**config.mk**
```make
export PLATFORM = sky130hd
export DESIGN_NAME = tpwm_top
export DESIGN_NICKNAME = d
export VERILOG_FILES = /design/src/rtl/tpwm_pkg.sv /design/src/rtl/tpwm_tick_if.sv /design/src/rtl/tpwm_prescaler.sv /design/src/rtl/tpwm_top.sv
export SDC_FILE = /design/constraint.sdc
export NUM_CORES = 1
export LEC_CHECK = 0
export BUFFER_PORTS_ARGS = -buffer_cell sky130_fd_sc_hd__buf_4
export CAP_MARGIN = 20
export CELL_PAD_IN_SITES_DETAIL_PLACEMENT = 1
export CELL_PAD_IN_SITES_GLOBAL_PLACEMENT = 1
export CORE_ASPECT_RATIO = 2
export CORE_MARGIN = 2
export CORE_UTILIZATION = 49
export CTS_CLUSTER_DIAMETER = 100
export DETAILED_ROUTE_END_ITERATION = 10
export MAX_ROUTING_LAYER = met4
export PLACE_DENSITY = 0.81
export SLEW_MARGIN = 5
export SYNTH_ARGS = -nofsm -noshare
export SYNTH_HDL_FRONTEND = slang
export SYNTH_SLANG_ARGS = --single-unit
```
**constraint.sdc**
```tcl
create_clock -name clk -period 3.79 [get_ports clk]
set_input_delay 0.758 -clock clk [delete_from_list [all_inputs] [get_ports clk]]
set_output_delay 0.758 -clock clk [all_outputs]
set_load 0.1 [all_outputs]
```
**src/rtl/tpwm_pkg.sv**
```systemverilog
// Package with register map, field positions, reset values and codes of the triggered PWM timer.
package tpwm_pkg;
    // ------------------------------------------------------------
    // Register offsets
    // ------------------------------------------------------------
    localparam logic [3:0] TPWM_OFF_CTRL_A = 4'h0;
    localparam logic [3:0] TPWM_OFF_CTRL_B = 4'h1;
    localparam logic [3:0] TPWM_OFF_OUTC = 4'h2;
    localparam logic [3:0] TPWM_OFF_CNT = 4'h3;
    localparam logic [3:0] TPWM_OFF_PER = 4'h4;
    localparam logic [3:0] TPWM_OFF_DUTY = 4'h5;
    localparam logic [3:0] TPWM_OFF_EDGE = 4'h6;
    // ------------------------------------------------------------
    // Field positions
    // ------------------------------------------------------------
    localparam int TPWM_CA_RUN = 7;
    localparam int TPWM_CA_CKS_LO = 0;
    localparam int TPWM_CB_SOFT = 6;
    localparam int TPWM_CB_EVT = 5;
    localparam int TPWM_CB_MD_LO = 0;
    localparam int TPWM_OC_OE0 = 0;
    localparam int TPWM_OC_IDL0 = 1;
    localparam int TPWM_OC_OE1 = 2;
    localparam int TPWM_OC_ACT1 = 3;
    // ------------------------------------------------------------
    // Reset values and codes
    // ------------------------------------------------------------
    localparam logic [7:0] TPWM_RST_8 = 8'h00;
    localparam logic [15:0] TPWM_RST_16 = 16'h0000;
    localparam logic [15:0] TPWM_CNT_IDLE = 16'hffff;
    localparam logic [15:0] TPWM_CNT_ZERO = 16'h0000;
    localparam logic [2:0] TPWM_MODE_TRIG = 3'h2;
    localparam logic [1:0] TPWM_EDGE_RISE = 2'h1;
    localparam logic [1:0] TPWM_EDGE_FALL = 2'h2;
    localparam logic [1:0] TPWM_EDGE_BOTH = 2'h3;
    typedef enum logic [0:0] {TPWM_WAIT = 1'b0, TPWM_COUNT = 1'b1} tpwm_state_t;
endpackage : tpwm_pkg

```
**src/rtl/tpwm_tick_if.sv**
```systemverilog
// Interface carrying the count-clock prescaler select and tick.
`timescale 1ns/1ps
interface tpwm_tick_if;
    logic [2:0] sel;
    logic run;
    logic tick;
    modport ctrl (output sel, output run, input tick);
    modport gen (input sel, input run, output tick);
endinterface : tpwm_tick_if

```
**src/rtl/tpwm_prescaler.sv**
```systemverilog
// Prescaler that turns the system clock into count-clock ticks.
`timescale 1ns/1ps
module tpwm_prescaler
(
    input wire logic clk, // System clock.
    input wire logic nrst, // Asynchronous reset, active low.
    tpwm_tick_if.gen tk // Select, run and tick.
);
    import tpwm_pkg::*;
    logic [7:0] div_r;

    // Free-running divider; select n ticks once every 2**n clocks.
    always_ff @(posedge clk or negedge nrst)
    begin
        if (!nrst)
            div_r <= TPWM_RST_8;
        else if (!tk.run)
            div_r <= TPWM_RST_8;
        else
            div_r <= div_r + 8'h01;
    end

    // A tick fires when all low divider bits below the selected position are set.
    always_comb
    begin
        logic [7:0] mask;
        mask = 8'h00;
        mask = (8'h01 << tk.sel) - 8'h01;
        tk.tick = tk.run && ((div_r & mask) == mask);
    end
endmodule : tpwm_prescaler

```
**src/rtl/tpwm_top.sv**
```systemverilog
// Triggered PWM timer: registers, trigger detect, counter, compares and outputs.
`timescale 1ns/1ps
module tpwm_top
(
    input wire logic clk, // System clock, 100 MHz.
    input wire logic nrst, // Asynchronous reset, active low.
    input wire logic [3:0] addr, // Register index.
    input wire logic [15:0] wdata, // Write data.
    input wire logic wr, // Write strobe.
    input wire logic rd, // Read strobe.
    output logic [15:0] rdata, // Read data, valid the cycle after rd.
    input wire logic trig_in, // External trigger pin.
    output logic timer_out0, // Square wave output pin.
    output logic timer_out1, // PWM output pin.
    output logic period_match_irq, // One-cycle period match pulse.
    output logic duty_match_irq // One-cycle duty match pulse.
);
    import tpwm_pkg::*;

    // ------------------------------------------------------------
    // Registers
    // ------------------------------------------------------------
    logic [7:0] ctrl_a_r;
    logic [7:0] ctrl_b_r;
    logic [7:0] outc_r;
    logic [1:0] edge_r;
    logic [15:0] per_r;
    logic [15:0] duty_r;
    logic [15:0] per_buf_r;
    logic [15:0] duty_buf_r;
    logic [15:0] cnt_r;
    logic armed_r;
    logic soft_r;
    logic trig_s1_r;
    logic trig_s2_r;
    logic trig_s3_r;
    logic pwm_r;
    logic sq_r;
    tpwm_state_t state_r;

    logic run_en;
    logic mode_ok;
    logic tick;
    logic hw_edge;
    logic trig;
    logic per_hit;
    logic duty_hit;
    logic wr_duty;
    logic pwm_nxt;
    logic sq_nxt;

    tpwm_tick_if tk ();

    assign run_en = ctrl_a_r[TPWM_CA_RUN];
    assign mode_ok = ctrl_b_r[TPWM_CB_MD_LO +: 3] == TPWM_MODE_TRIG;
    assign tk.sel = ctrl_a_r[TPWM_CA_CKS_LO +: 3];
    assign tk.run = run_en && mode_ok;
    assign tick = tk.tick;
    assign wr_duty = wr && (addr == TPWM_OFF_DUTY);

    // Count clock source; the event-clock input is not part of this mode.
    tpwm_prescaler u_presc
    (
        .clk(clk),
        .nrst(nrst),
        .tk(tk)
    );

    // ------------------------------------------------------------
    // Register writes
    // ------------------------------------------------------------
    // Plain control registers; soft_trigger is write-only and never stored.
    always_ff @(posedge clk or negedge nrst)
    begin
        if (!nrst)
        begin
            ctrl_a_r <= TPWM_RST_8;
            ctrl_b_r <= TPWM_RST_8;
            outc_r <= TPWM_RST_8;
            edge_r <= TPWM_EDGE_RISE;
            per_r <= TPWM_RST_16;
            duty_r <= TPWM_RST_16;
        end
        else if (wr)
        begin
            unique case (addr)
                TPWM_OFF_CTRL_A: ctrl_a_r <= wdata[7:0];
                TPWM_OFF_CTRL_B: ctrl_b_r <= {1'b0, wdata[6:0]} & ~(8'h01 << TPWM_CB_SOFT);
                TPWM_OFF_OUTC: outc_r <= wdata[7:0];
                TPWM_OFF_EDGE: edge_r <= wdata[1:0];
                TPWM_OFF_PER: per_r <= wdata;
                TPWM_OFF_DUTY: duty_r <= wdata;
                default: ;
            endcase
        end
    end

    // Software trigger pulse, one clock after the write.
    always_ff @(posedge clk or negedge nrst)
    begin
        if (!nrst)
            soft_r <= 1'b0;
        else
            soft_r <= wr && (addr == TPWM_OFF_CTRL_B) && wdata[TPWM_CB_SOFT];
    end

    // Read mux; unmapped indices answer zero.
    always_ff @(posedge clk or negedge nrst)
    begin
        if (!nrst)
            rdata <= TPWM_RST_16;
        else if (rd)
        begin
            unique case (addr)
                TPWM_OFF_CTRL_A: rdata <= {8'h00, ctrl_a_r};
                TPWM_OFF_CTRL_B: rdata <= {8'h00, ctrl_b_r};
                TPWM_OFF_OUTC: rdata <= {8'h00, outc_r};
                TPWM_OFF_EDGE: rdata <= {14'h0000, edge_r};
                TPWM_OFF_CNT: rdata <= cnt_r;
                TPWM_OFF_PER: rdata <= per_r;
                TPWM_OFF_DUTY: rdata <= duty_r;
                default: rdata <= TPWM_RST_16;
            endcase
        end
        else
            rdata <= TPWM_RST_16;
    end

    // ------------------------------------------------------------
    // Trigger detection
    // ------------------------------------------------------------
    // Two flip-flops synchronise the pin; the third only feeds edge detection.
    always_ff @(posedge clk or negedge nrst)
    begin
        if (!nrst)
        begin
            trig_s1_r <= 1'b0;
            trig_s2_r <= 1'b0;
            trig_s3_r <= 1'b0;
        end
        else
        begin
            trig_s1_r <= trig_in;
            trig_s2_r <= trig_s1_r;
            trig_s3_r <= trig_s2_r;
        end
    end

    always_comb
    begin
        unique case (edge_r)
            TPWM_EDGE_RISE: hw_edge = trig_s2_r && !trig_s3_r;
            TPWM_EDGE_FALL: hw_edge = !trig_s2_r && trig_s3_r;
            TPWM_EDGE_BOTH: hw_edge = trig_s2_r ^ trig_s3_r;
            default: hw_edge = 1'b0;
        endcase
    end

    // Triggers act at once, not on a count tick, so a restart is never delayed.
    assign trig = tk.run && (hw_edge || soft_r);
    // Match terms: period ends on the tick after the counter sits at the buffer.
    assign per_hit = tick && (state_r == TPWM_COUNT) && (cnt_r == per_buf_r);
    // Duty match looks at the value the counter takes next, so out1 falls as it arrives.
    assign duty_hit = tick && (state_r == TPWM_COUNT) && (per_hit ?
        (duty_buf_r == TPWM_CNT_ZERO) : ((cnt_r + 16'h0001) == duty_buf_r));

    // ------------------------------------------------------------
    // Counter and state
    // ------------------------------------------------------------
    always_ff @(posedge clk or negedge nrst)
    begin
        if (!nrst)
        begin
            state_r <= TPWM_WAIT;
            cnt_r <= TPWM_CNT_IDLE;
        end
        else if (!tk.run)
        begin
            state_r <= TPWM_WAIT;
            cnt_r <= TPWM_CNT_IDLE;
        end
        else if (trig)
        begin
            state_r <= TPWM_COUNT;
            cnt_r <= TPWM_CNT_ZERO;
        end
        else if (per_hit)
            cnt_r <= TPWM_CNT_ZERO;
        else if (tick && state_r == TPWM_COUNT)
            cnt_r <= cnt_r + 16'h0001;
    end

    // Buffer copy armed by a duty write, done at the period clear, a trigger restart or while waiting; set beats clear.
    always_ff @(posedge clk or negedge nrst)
    begin
        if (!nrst)
            armed_r <= 1'b0;
        else if (wr_duty)
            armed_r <= 1'b1;
        else if ((per_hit || trig || state_r == TPWM_WAIT) && armed_r)
            armed_r <= 1'b0;
    end

    // Once a duty write arms them, buffers reload at a period clear, trigger restart, or while waiting.
    always_ff @(posedge clk or negedge nrst)
    begin
        if (!nrst)
        begin
            per_buf_r <= TPWM_RST_16;
            duty_buf_r <= TPWM_RST_16;
        end
        else if ((per_hit || trig || state_r == TPWM_WAIT) && (armed_r || wr_duty))
        begin
            per_buf_r <= per_r;
            duty_buf_r <= wr_duty ? wdata : duty_r;
        end
    end

    // ------------------------------------------------------------
    // Waveforms and interrupts
    // ------------------------------------------------------------
    // Out1 level: active from clear until duty match; a restart forces it active.
    // A zero duty keeps a restart inactive, so a 0% setting survives triggers.
    always_comb
    begin
        pwm_nxt = pwm_r;
        if (!tk.run)
            pwm_nxt = 1'b0;
        else if (trig)
            pwm_nxt = (duty_buf_r != TPWM_CNT_ZERO);
        else if (duty_hit)
            pwm_nxt = 1'b0;
        else if (per_hit)
            pwm_nxt = 1'b1;
    end

    always_ff @(posedge clk or negedge nrst)
    begin
        if (!nrst)
            pwm_r <= 1'b0;
        else
            pwm_r <= pwm_nxt;
    end

    // Square wave toggles per period end and per trigger restart.
    always_comb
    begin
        sq_nxt = sq_r;
        if (!tk.run)
            sq_nxt = 1'b0;
        else if (per_hit || (trig && state_r == TPWM_COUNT))
            sq_nxt = !sq_r;
    end

    always_ff @(posedge clk or negedge nrst)
    begin
        if (!nrst)
            sq_r <= 1'b0;
        else
            sq_r <= sq_nxt;
    end

    // A trigger in the same cycle suppresses both match pulses.
    always_ff @(posedge clk or negedge nrst)
    begin
        if (!nrst)
        begin
            period_match_irq <= 1'b0;
            duty_match_irq <= 1'b0;
        end
        else
        begin
            period_match_irq <= per_hit && !trig;
            duty_match_irq <= duty_hit && !trig;
        end
    end

    // Pin drivers: enables gate outputs, idle level for out0, polarity for out1.
    // Pins take the next levels, so a pin edge lands with its match pulse.
    always_ff @(posedge clk or negedge nrst)
    begin
        if (!nrst)
        begin
            timer_out0 <= 1'b0;
            timer_out1 <= 1'b0;
        end
        else
        begin
            timer_out0 <= outc_r[TPWM_OC_OE0] ? sq_nxt : outc_r[TPWM_OC_IDL0];
            timer_out1 <= outc_r[TPWM_OC_OE1] ?
                (pwm_nxt ^ outc_r[TPWM_OC_ACT1]) : outc_r[TPWM_OC_ACT1];
        end
    end
endmodule : tpwm_top

```
==> metrics.md, run 1 <==
| Metric | Value |
|---|---|
| Clock transition at path regs | `~70 ps` |
| M1 GR Usage | `0.330` |
| FF+latch count, synth | `between 100 and 150` |
| Nets | `673` |
| # hold bufs at CTS | `0` |
| Asr flop ratio synth | `1.00` |
| Max VDD drop | `0.000381 V` |
| Wire length per cell | `26.1 um` |
| Sequential share of the synthesized area | `0.503` |
| Vias in the first global route | `~6,000` |
| Die area | `~0.015 mm2` |
| Number of cell rows | `61` |
| Worst-margin pin slew | `around 1000 ps` |
| Total GRT Usage | `0.311` |
| Htree depth | `4` |
| WP data required | `between 4000 and 5000 ps` |
| First-pass GRT wire length | `34,300 um` |
| Main synth FF type | `dfrtp_1` |
| Num CTS Buffers | `17` |
| Post-place instance area | `0.00743 mm2` |
| Largest net degree at the start of global routing | `a little over 80` |
| Status | `complete, no violations` |
| Antenna-violating nets left | `0` |
| Worst setup EP type | `register` |
| Starting Density | `0.501` |
| Worst Path Arrival | `3790 ps` |
| Detailed Place HPWL | `~15,000 um` |
| Crit-path max FO | `32` |
| Critical path class | `register to register` |
| RSZ-0062 raised after global routing | `false` |
| EDFF count, synth | `0` |
| Slew Viols, Final | `0` |
| Clock tree from TritonCTS | `built` |
| Starting DRC count in detailed routing | `approximately 430` |
| Pwr dens | `a little over 700 mW/mm2` |
| Final setup viols | `0` |
| Die X-Extent | `88.3 um` |
| Clock Path Buffers | `2` |
| Met2 Usage GRT | `0.520` |
| GR Overflow Total | `0` |
| Yosys warning total | `0` |
| Period Utilization, post-route | `0.919` |
| Leak | `approximately 3.7 nW` |
| WHS | `between 300 and 400 ps` |
| Post-Syn Area | `roughly 0.007 mm2` |
| Ant. Diodes | `0` |
| Dominant cell type by area after synthesis | `dfrtp_1` |
| Commonest non-fill, non-tap cell in the layout | `dfrtp_1` |
| Hold Path Class | `register to register` |
| Sink Count | `139` |
| Crit path launch type | `register` |
| Root buf cell | `clkbuf_16` |
| F_max | `roughly 290 MHz` |
| Syn Area/Cell | `between 10 and 15 um2` |
| WL final | `between 20,000 and 25,000 um` |
| Minimum clock period | `3480 ps` |
| Gpl congestion | `between 0.9 and 1` |
| First-pass iteration count of the detailed router | `5` |
| Core area | `between 0.01 and 0.015 mm2` |
| Clk_skew | `11.5 ps` |
| Antenna violations before repair | `0` |
| Distinct cells, synth | `58` |
| GR peak layer | `met2` |
| Gate Count Post-Synth | `around 600` |
| Vias per cell | `roughly 6.4` |
| Critical path's largest stage delay | `approximately 530 ps` |
| Final Cell Area | `a little over 0.008 mm2` |
| Post CTS Setup Buffer Count | `0` |
| Hold Fails Final Rpt | `0` |
| Syn Nets | `642` |
| CTS resizes | `0` |
| Area Growth Syn to Fin | `15.8%` |
| Io pins | `45` |
| Clk Latency, worst-skew pair | `between 400 and 500 ps` |
| M3 GR Usage | `0.0516` |
| Final TNS setup | `0 ps` |
| Vias | `roughly 5,400` |
| Most frequent cells in the layout | `122 x dfrtp_1, 57 x mux2_2, 52 x buf_4` |
| Synth area leaders | `dfrtp_1 44%, mux2_2 9.2%, mux2_4 6.5%` |
| Die height | `173 um` |
| DRC | `0` |
| Max Cap Viol | `0` |
| Critical Path, Cell by Cell | `or3_1 > ha_1 > or3b_2 > a211oi_1 > or4b_4 > nor3_4 > nor2_2 > a21o_4 > mux2_2` |
| Rel. slew slack | `0.330` |
| Layout cells sized above 1 | `0.305` |
| Yosys top cell area share | `0.438` |
| PortBufs | `44` |
| Worst path slowest cell | `a21o_4` |
==> registers in the layout, indices dropped and copies added (netlist names), 2 cells and up <==
| register | count |
|---|---|
| rdata | 16 |
| outc_r | 8 |
| cnt_r | 16 |
| per_r | 16 |
| duty_r | 16 |
| duty_buf_r | 16 |
| per_buf_r | 16 |
| edge_r | 2 |
| ctrl_b_r | 6 |
| u_presc.div_r | 7 |
| ctrl_a_r | 8 |
==> synthesized netlist by cell type, types with 2 or more instances <==
| master | count |
|---|---|
| dfrtp_1 | 122 |
| mux2_2 | 57 |
| nor2_1 | 39 |
| clkbuf_1 | 31 |
| mux2_4 | 30 |
| a21oi_1 | 29 |
| xor2_1 | 25 |
| nand2_1 | 22 |
| inv_1 | 21 |
| dfstp_2 | 17 |
| nand3_1 | 16 |
| xnor2_1 | 16 |
| nor4_1 | 15 |
| o22ai_1 | 14 |
| a22oi_1 | 13 |
| o21ai_0 | 12 |
| a31oi_1 | 11 |
| nor3_1 | 11 |
| a222oi_1 | 8 |
| buf_2 | 8 |
| a211oi_1 | 6 |
| nand2b_1 | 6 |
| o21a_1 | 6 |
| and3_1 | 5 |
| ha_1 | 5 |
| nand4_1 | 5 |
| nor2b_1 | 5 |
| a221oi_1 | 4 |
| or2_2 | 4 |
| or3_1 | 4 |
| a2111oi_0 | 3 |
| a22o_1 | 3 |
| and2_1 | 3 |
| buf_6 | 3 |
| mux2i_1 | 3 |
| o211ai_1 | 3 |
| a41oi_1 | 2 |
| nand3b_1 | 2 |
| nand4b_1 | 2 |
| o31ai_1 | 2 |
| or4_1 | 2 |
==> cells by family (layout without fill, tap and decap cells) <==
family | count (synthesis) | in the layout | share of synthesized area
AO/OA/AOI/OAI | 125 | 125 | 0.123
XOR/XNOR | 41 | 41 | 0.0516
multiplexers | 90 | 90 | 0.161
adder cells (fa/ha/maj) | 5 | 5 | 0.00898
flip-flops | 139 | 139 | 0.503
buffers and inverters | 63 | 107 | 0.0386
AND/OR/NAND/NOR | 149 | 149 | 0.114
==> layout make-up <==
class	instances	area, um2
well taps	189	236
inverters	21	78.8
repair buffers	54	422
clock buffers	18	429
flip-flops and latches	139	3500
clock inverters	14	205
fillers	1456	5830
multi-input cells	410	3190
==> final timing paths <==
path                                          from                    endpoint  slack (ps)  depth (start not counted)
max in group asynchronous                     nrst        cnt_r[9]$_DFFE_PN1P_        2570                          2
max                        ctrl_a_r[2]$_DFFE_PN0P_   duty_buf_r[8]$_DFFE_PN0P_         310                          9
min reg2reg                    trig_s1_r$_DFF_PN0_         trig_s2_r$_DFF_PN0_         360                          0
min in group asynchronous                     nrst  period_match_irq$_DFF_PN0_         400                          1
min                            trig_s1_r$_DFF_PN0_         trig_s2_r$_DFF_PN0_         360                          0
max reg2reg                ctrl_a_r[2]$_DFFE_PN0P_   duty_buf_r[8]$_DFFE_PN0P_         310                          9
==> stage by stage <==
stage | std cells | total power, mW | worst slack (ps) | util
floorplan | 612 | 3.30 | 749 | -
finish | 845 | 5.75 | 308 | 0.581
global route | 845 | 5.96 | 168 | 0.581
global placement | 813 | 3.72 | 549 | 0.535
CTS | 845 | 5.73 | 315 | 0.581
detailed placement | 813 | 3.84 | 428 | 0.535
==> critical path: cells and delay by family, from the launching register on <==
kind | cells | cell delay [ps]
DFF | 1 | 510
and+or+nand+nor | 5 | 1360
muxes | 1 | 420
AOI/OAI and AO/OA | 2 | 760
adders and majority gates | 1 | 310
==> metal layers <==
metal	part of all wire	vias up
met3	0.044	75
met5	0	-
met2	0.55	221
met1	0.35	2788
met4	0.064	0
li1	-	2294
==> power by group <==
group          switching (mW)  internal (mW)  total, mW
clock network           0.710           1.12       1.83
logic                   0.927          0.750       1.68
registers               0.416           1.83       2.24
(Power assumes the default switching activity.)
==> inputs of run 2 (changes only) <==
- CORE_MARGIN: 2 -> unset
==> run 2 against run 1 <==
Critical path depth is the same. Setup slack worse by 98 ps. Sequential power hardly changed. Largest cell class unchanged. Largest power group unchanged. Highest routed layer unchanged.
==> metrics.md, run 2 (same netlist as run 1, synthesis figures left out) <==
| Metric | Value |
|---|---|
| Status | `complete, no violations (unchanged)` |
| Core area | `0.0139 mm2 (unchanged)` |
| WL final | `22,200 um (was 22,100 um)` |
| # hold bufs at CTS | `0 (unchanged)` |
| Clock Path Buffers | `2 (unchanged)` |
| Die area | `0.0147 mm2 (was 0.0152 mm2)` |
| Nets | `676 (was 673)` |
| Pwr dens | `713 mW/mm2 (about the same)` |
| Root buf cell | `clkbuf_16 (unchanged)` |
| Ant. Diodes | `0 (unchanged)` |
| Critical path class | `register to register (unchanged)` |
| Crit-path max FO | `32 (unchanged)` |
| Period Utilization, post-route | `0.944 (was 0.919)` |
| PortBufs | `44 (unchanged)` |
| Area Growth Syn to Fin | `16.0% (was 15.8%)` |
| Die height | `171 um (was 173 um)` |
| Clock tree from TritonCTS | `built (unchanged)` |
| CTS resizes | `0 (unchanged)` |
| DRC | `0 (unchanged)` |
| Sink Count | `139 (unchanged)` |
| Minimum clock period | `3580 ps (was 3480 ps)` |
| Die X-Extent | `86.3 um (was 88.3 um)` |
| WHS | `359 ps (was 364 ps)` |
| Final TNS setup | `0 ps (unchanged)` |
| Worst Path Arrival | `3890 ps (was 3790 ps)` |
| Num CTS Buffers | `17 (unchanged)` |
| Antenna-violating nets left | `0 (unchanged)` |
| Htree depth | `4 (unchanged)` |
| GR Overflow Total | `0 (unchanged)` |
| Final worst slack | `211 ps (was 308 ps)` |
| Crit path launch type | `register (unchanged)` |
| Rel. slew slack | `0.338 (was 0.330)` |
| Layout cells sized above 1 | `0.308 (was 0.305)` |
| Starting DRC count in detailed routing | `363 (was 433)` |
| Final setup viols | `0 (unchanged)` |
| Leak | `3.72 nW (was 3.71 nW)` |
| First-pass GRT wire length | `34,500 um (was 34,300 um)` |
| Vias | `5,415 (was 5,378)` |
| Most frequent cells in the layout | `122 x dfrtp_1, 57 x mux2_2, 56 x buf_4 (was 122 x dfrtp_1, 57 x mux2_2, 52 x buf_4)` |
| Gpl congestion | `0.983 (was 0.939)` |
| F_max | `279 MHz (was 287 MHz)` |
| Vias per cell | `6.39 (was 6.36)` |
| Worst-margin pin slew | `989 ps (was 1000 ps)` |
| Max VDD drop | `0.000435 V (was 0.000381 V)` |
| Starting Density | `0.501 (unchanged)` |
| Clock transition at path regs | `60 ps (was 70 ps)` |
| RSZ-0062 raised after global routing | `false (unchanged)` |
| Detailed Place HPWL | `14,700 um (was 14,800 um)` |
| Vias in the first global route | `6,143 (was 6,021)` |
| Wire length per cell | `26.2 um (was 26.1 um)` |
| Number of cell rows | `61 (unchanged)` |
| WP data required | `4100 ps (about the same)` |
| Worst path slowest cell | `a21o_4 (unchanged)` |
| First-pass iteration count of the detailed router | `5 (unchanged)` |
| Slew Viols, Final | `0 (unchanged)` |
| Critical Path, Cell by Cell | `or3_1 > ha_1 > or3b_2 > a211oi_1 > or4b_4 > nor3_4 > nor2_2 > a21o_4 > mux2_2 (unchanged)` |
| Io pins | `45 (unchanged)` |
| Hold Path Class | `register to register (unchanged)` |
| Antenna violations before repair | `0 (unchanged)` |
| Hold Fails Final Rpt | `0 (unchanged)` |
| Critical path's largest stage delay | `520 ps (was 530 ps)` |
| Largest net degree at the start of global routing | `78 (was 83)` |
| Worst setup EP type | `register (unchanged)` |
| Max Cap Viol | `0 (unchanged)` |
| Clk Latency, worst-skew pair | `430 ps (was 420 ps)` |
| Post CTS Setup Buffer Count | `0 (unchanged)` |
| Clk_skew | `7.97 ps (was 11.5 ps)` |
| Total GRT Usage | `0.332 (was 0.311)` |
| Commonest non-fill, non-tap cell in the layout | `dfrtp_1 (unchanged)` |
| Pre-CTS setup slack | `347 ps (was 428 ps)` |
## run 2: final cells by class
type / instances / area, um2
repair buffers: 57 / 432
well taps: 189 / 236
fillers: 1460 / 5810
flip-flops and latches: 139 / 3500
clock inverters: 14 / 210
clock buffers: 18 / 429
inverters: 21 / 78.8
multi-input cells: 410 / 3190
## run 2: critical path, delay by kind of cell, from the launching register on
kind | cells | cell delay, ps
fa+ha+maj | 1 | 280
mux | 1 | 430
compound gates | 2 | 820
simple gates | 5 | 1400
flops | 1 | 500
## run 2: layer usage
| layer | vias to the layer above | routed length (um) | track usage |
|---|---|---|---|
| met5 | - | 0 | - |
| met4 | 0 | 1570 | 0.238 |
| met3 | 104 | 885 | 0.0656 |
| met2 | 229 | 12300 | 0.581 |
| met1 | 2779 | 7430 | 0.320 |
| li1 | 2303 | - | - |
## run 2: where the power goes
part           leakage [nW]  internal, mW  switching [mW]
logic                  1.68         0.751           0.928
registers              1.74          1.83           0.424
clock network         0.311          1.12           0.707
## run 2: path summary, 6_finish.rpt
kind                                          from                    endpoint  slack, ps  cells past startpoint
min in group asynchronous                     nrst  duty_buf_r[13]$_DFFE_PN0P_        370                      1
max                        ctrl_a_r[2]$_DFFE_PN0P_   duty_buf_r[7]$_DFFE_PN0P_        210                      9
max reg2reg                ctrl_a_r[2]$_DFFE_PN0P_   duty_buf_r[7]$_DFFE_PN0P_        210                      9
min                            trig_s1_r$_DFF_PN0_         trig_s2_r$_DFF_PN0_        360                      0
max in group asynchronous                     nrst        cnt_r[3]$_DFFE_PN1P_       2560                      2
min reg2reg                    trig_s1_r$_DFF_PN0_         trig_s2_r$_DFF_PN0_        360                      0
## run 2: through the flow
step           power (mW)  std cells  utilization  area, um2
5_1_grt              5.97        848        0.582       8080
6_report             5.76        848        0.582       8080
2_1_floorplan        3.30        612            -       6960
3_3_place_gp         3.72        816        0.536       7440
3_5_place_dp         3.83        816        0.536       7440
4_1_cts              5.75        848        0.582       8080
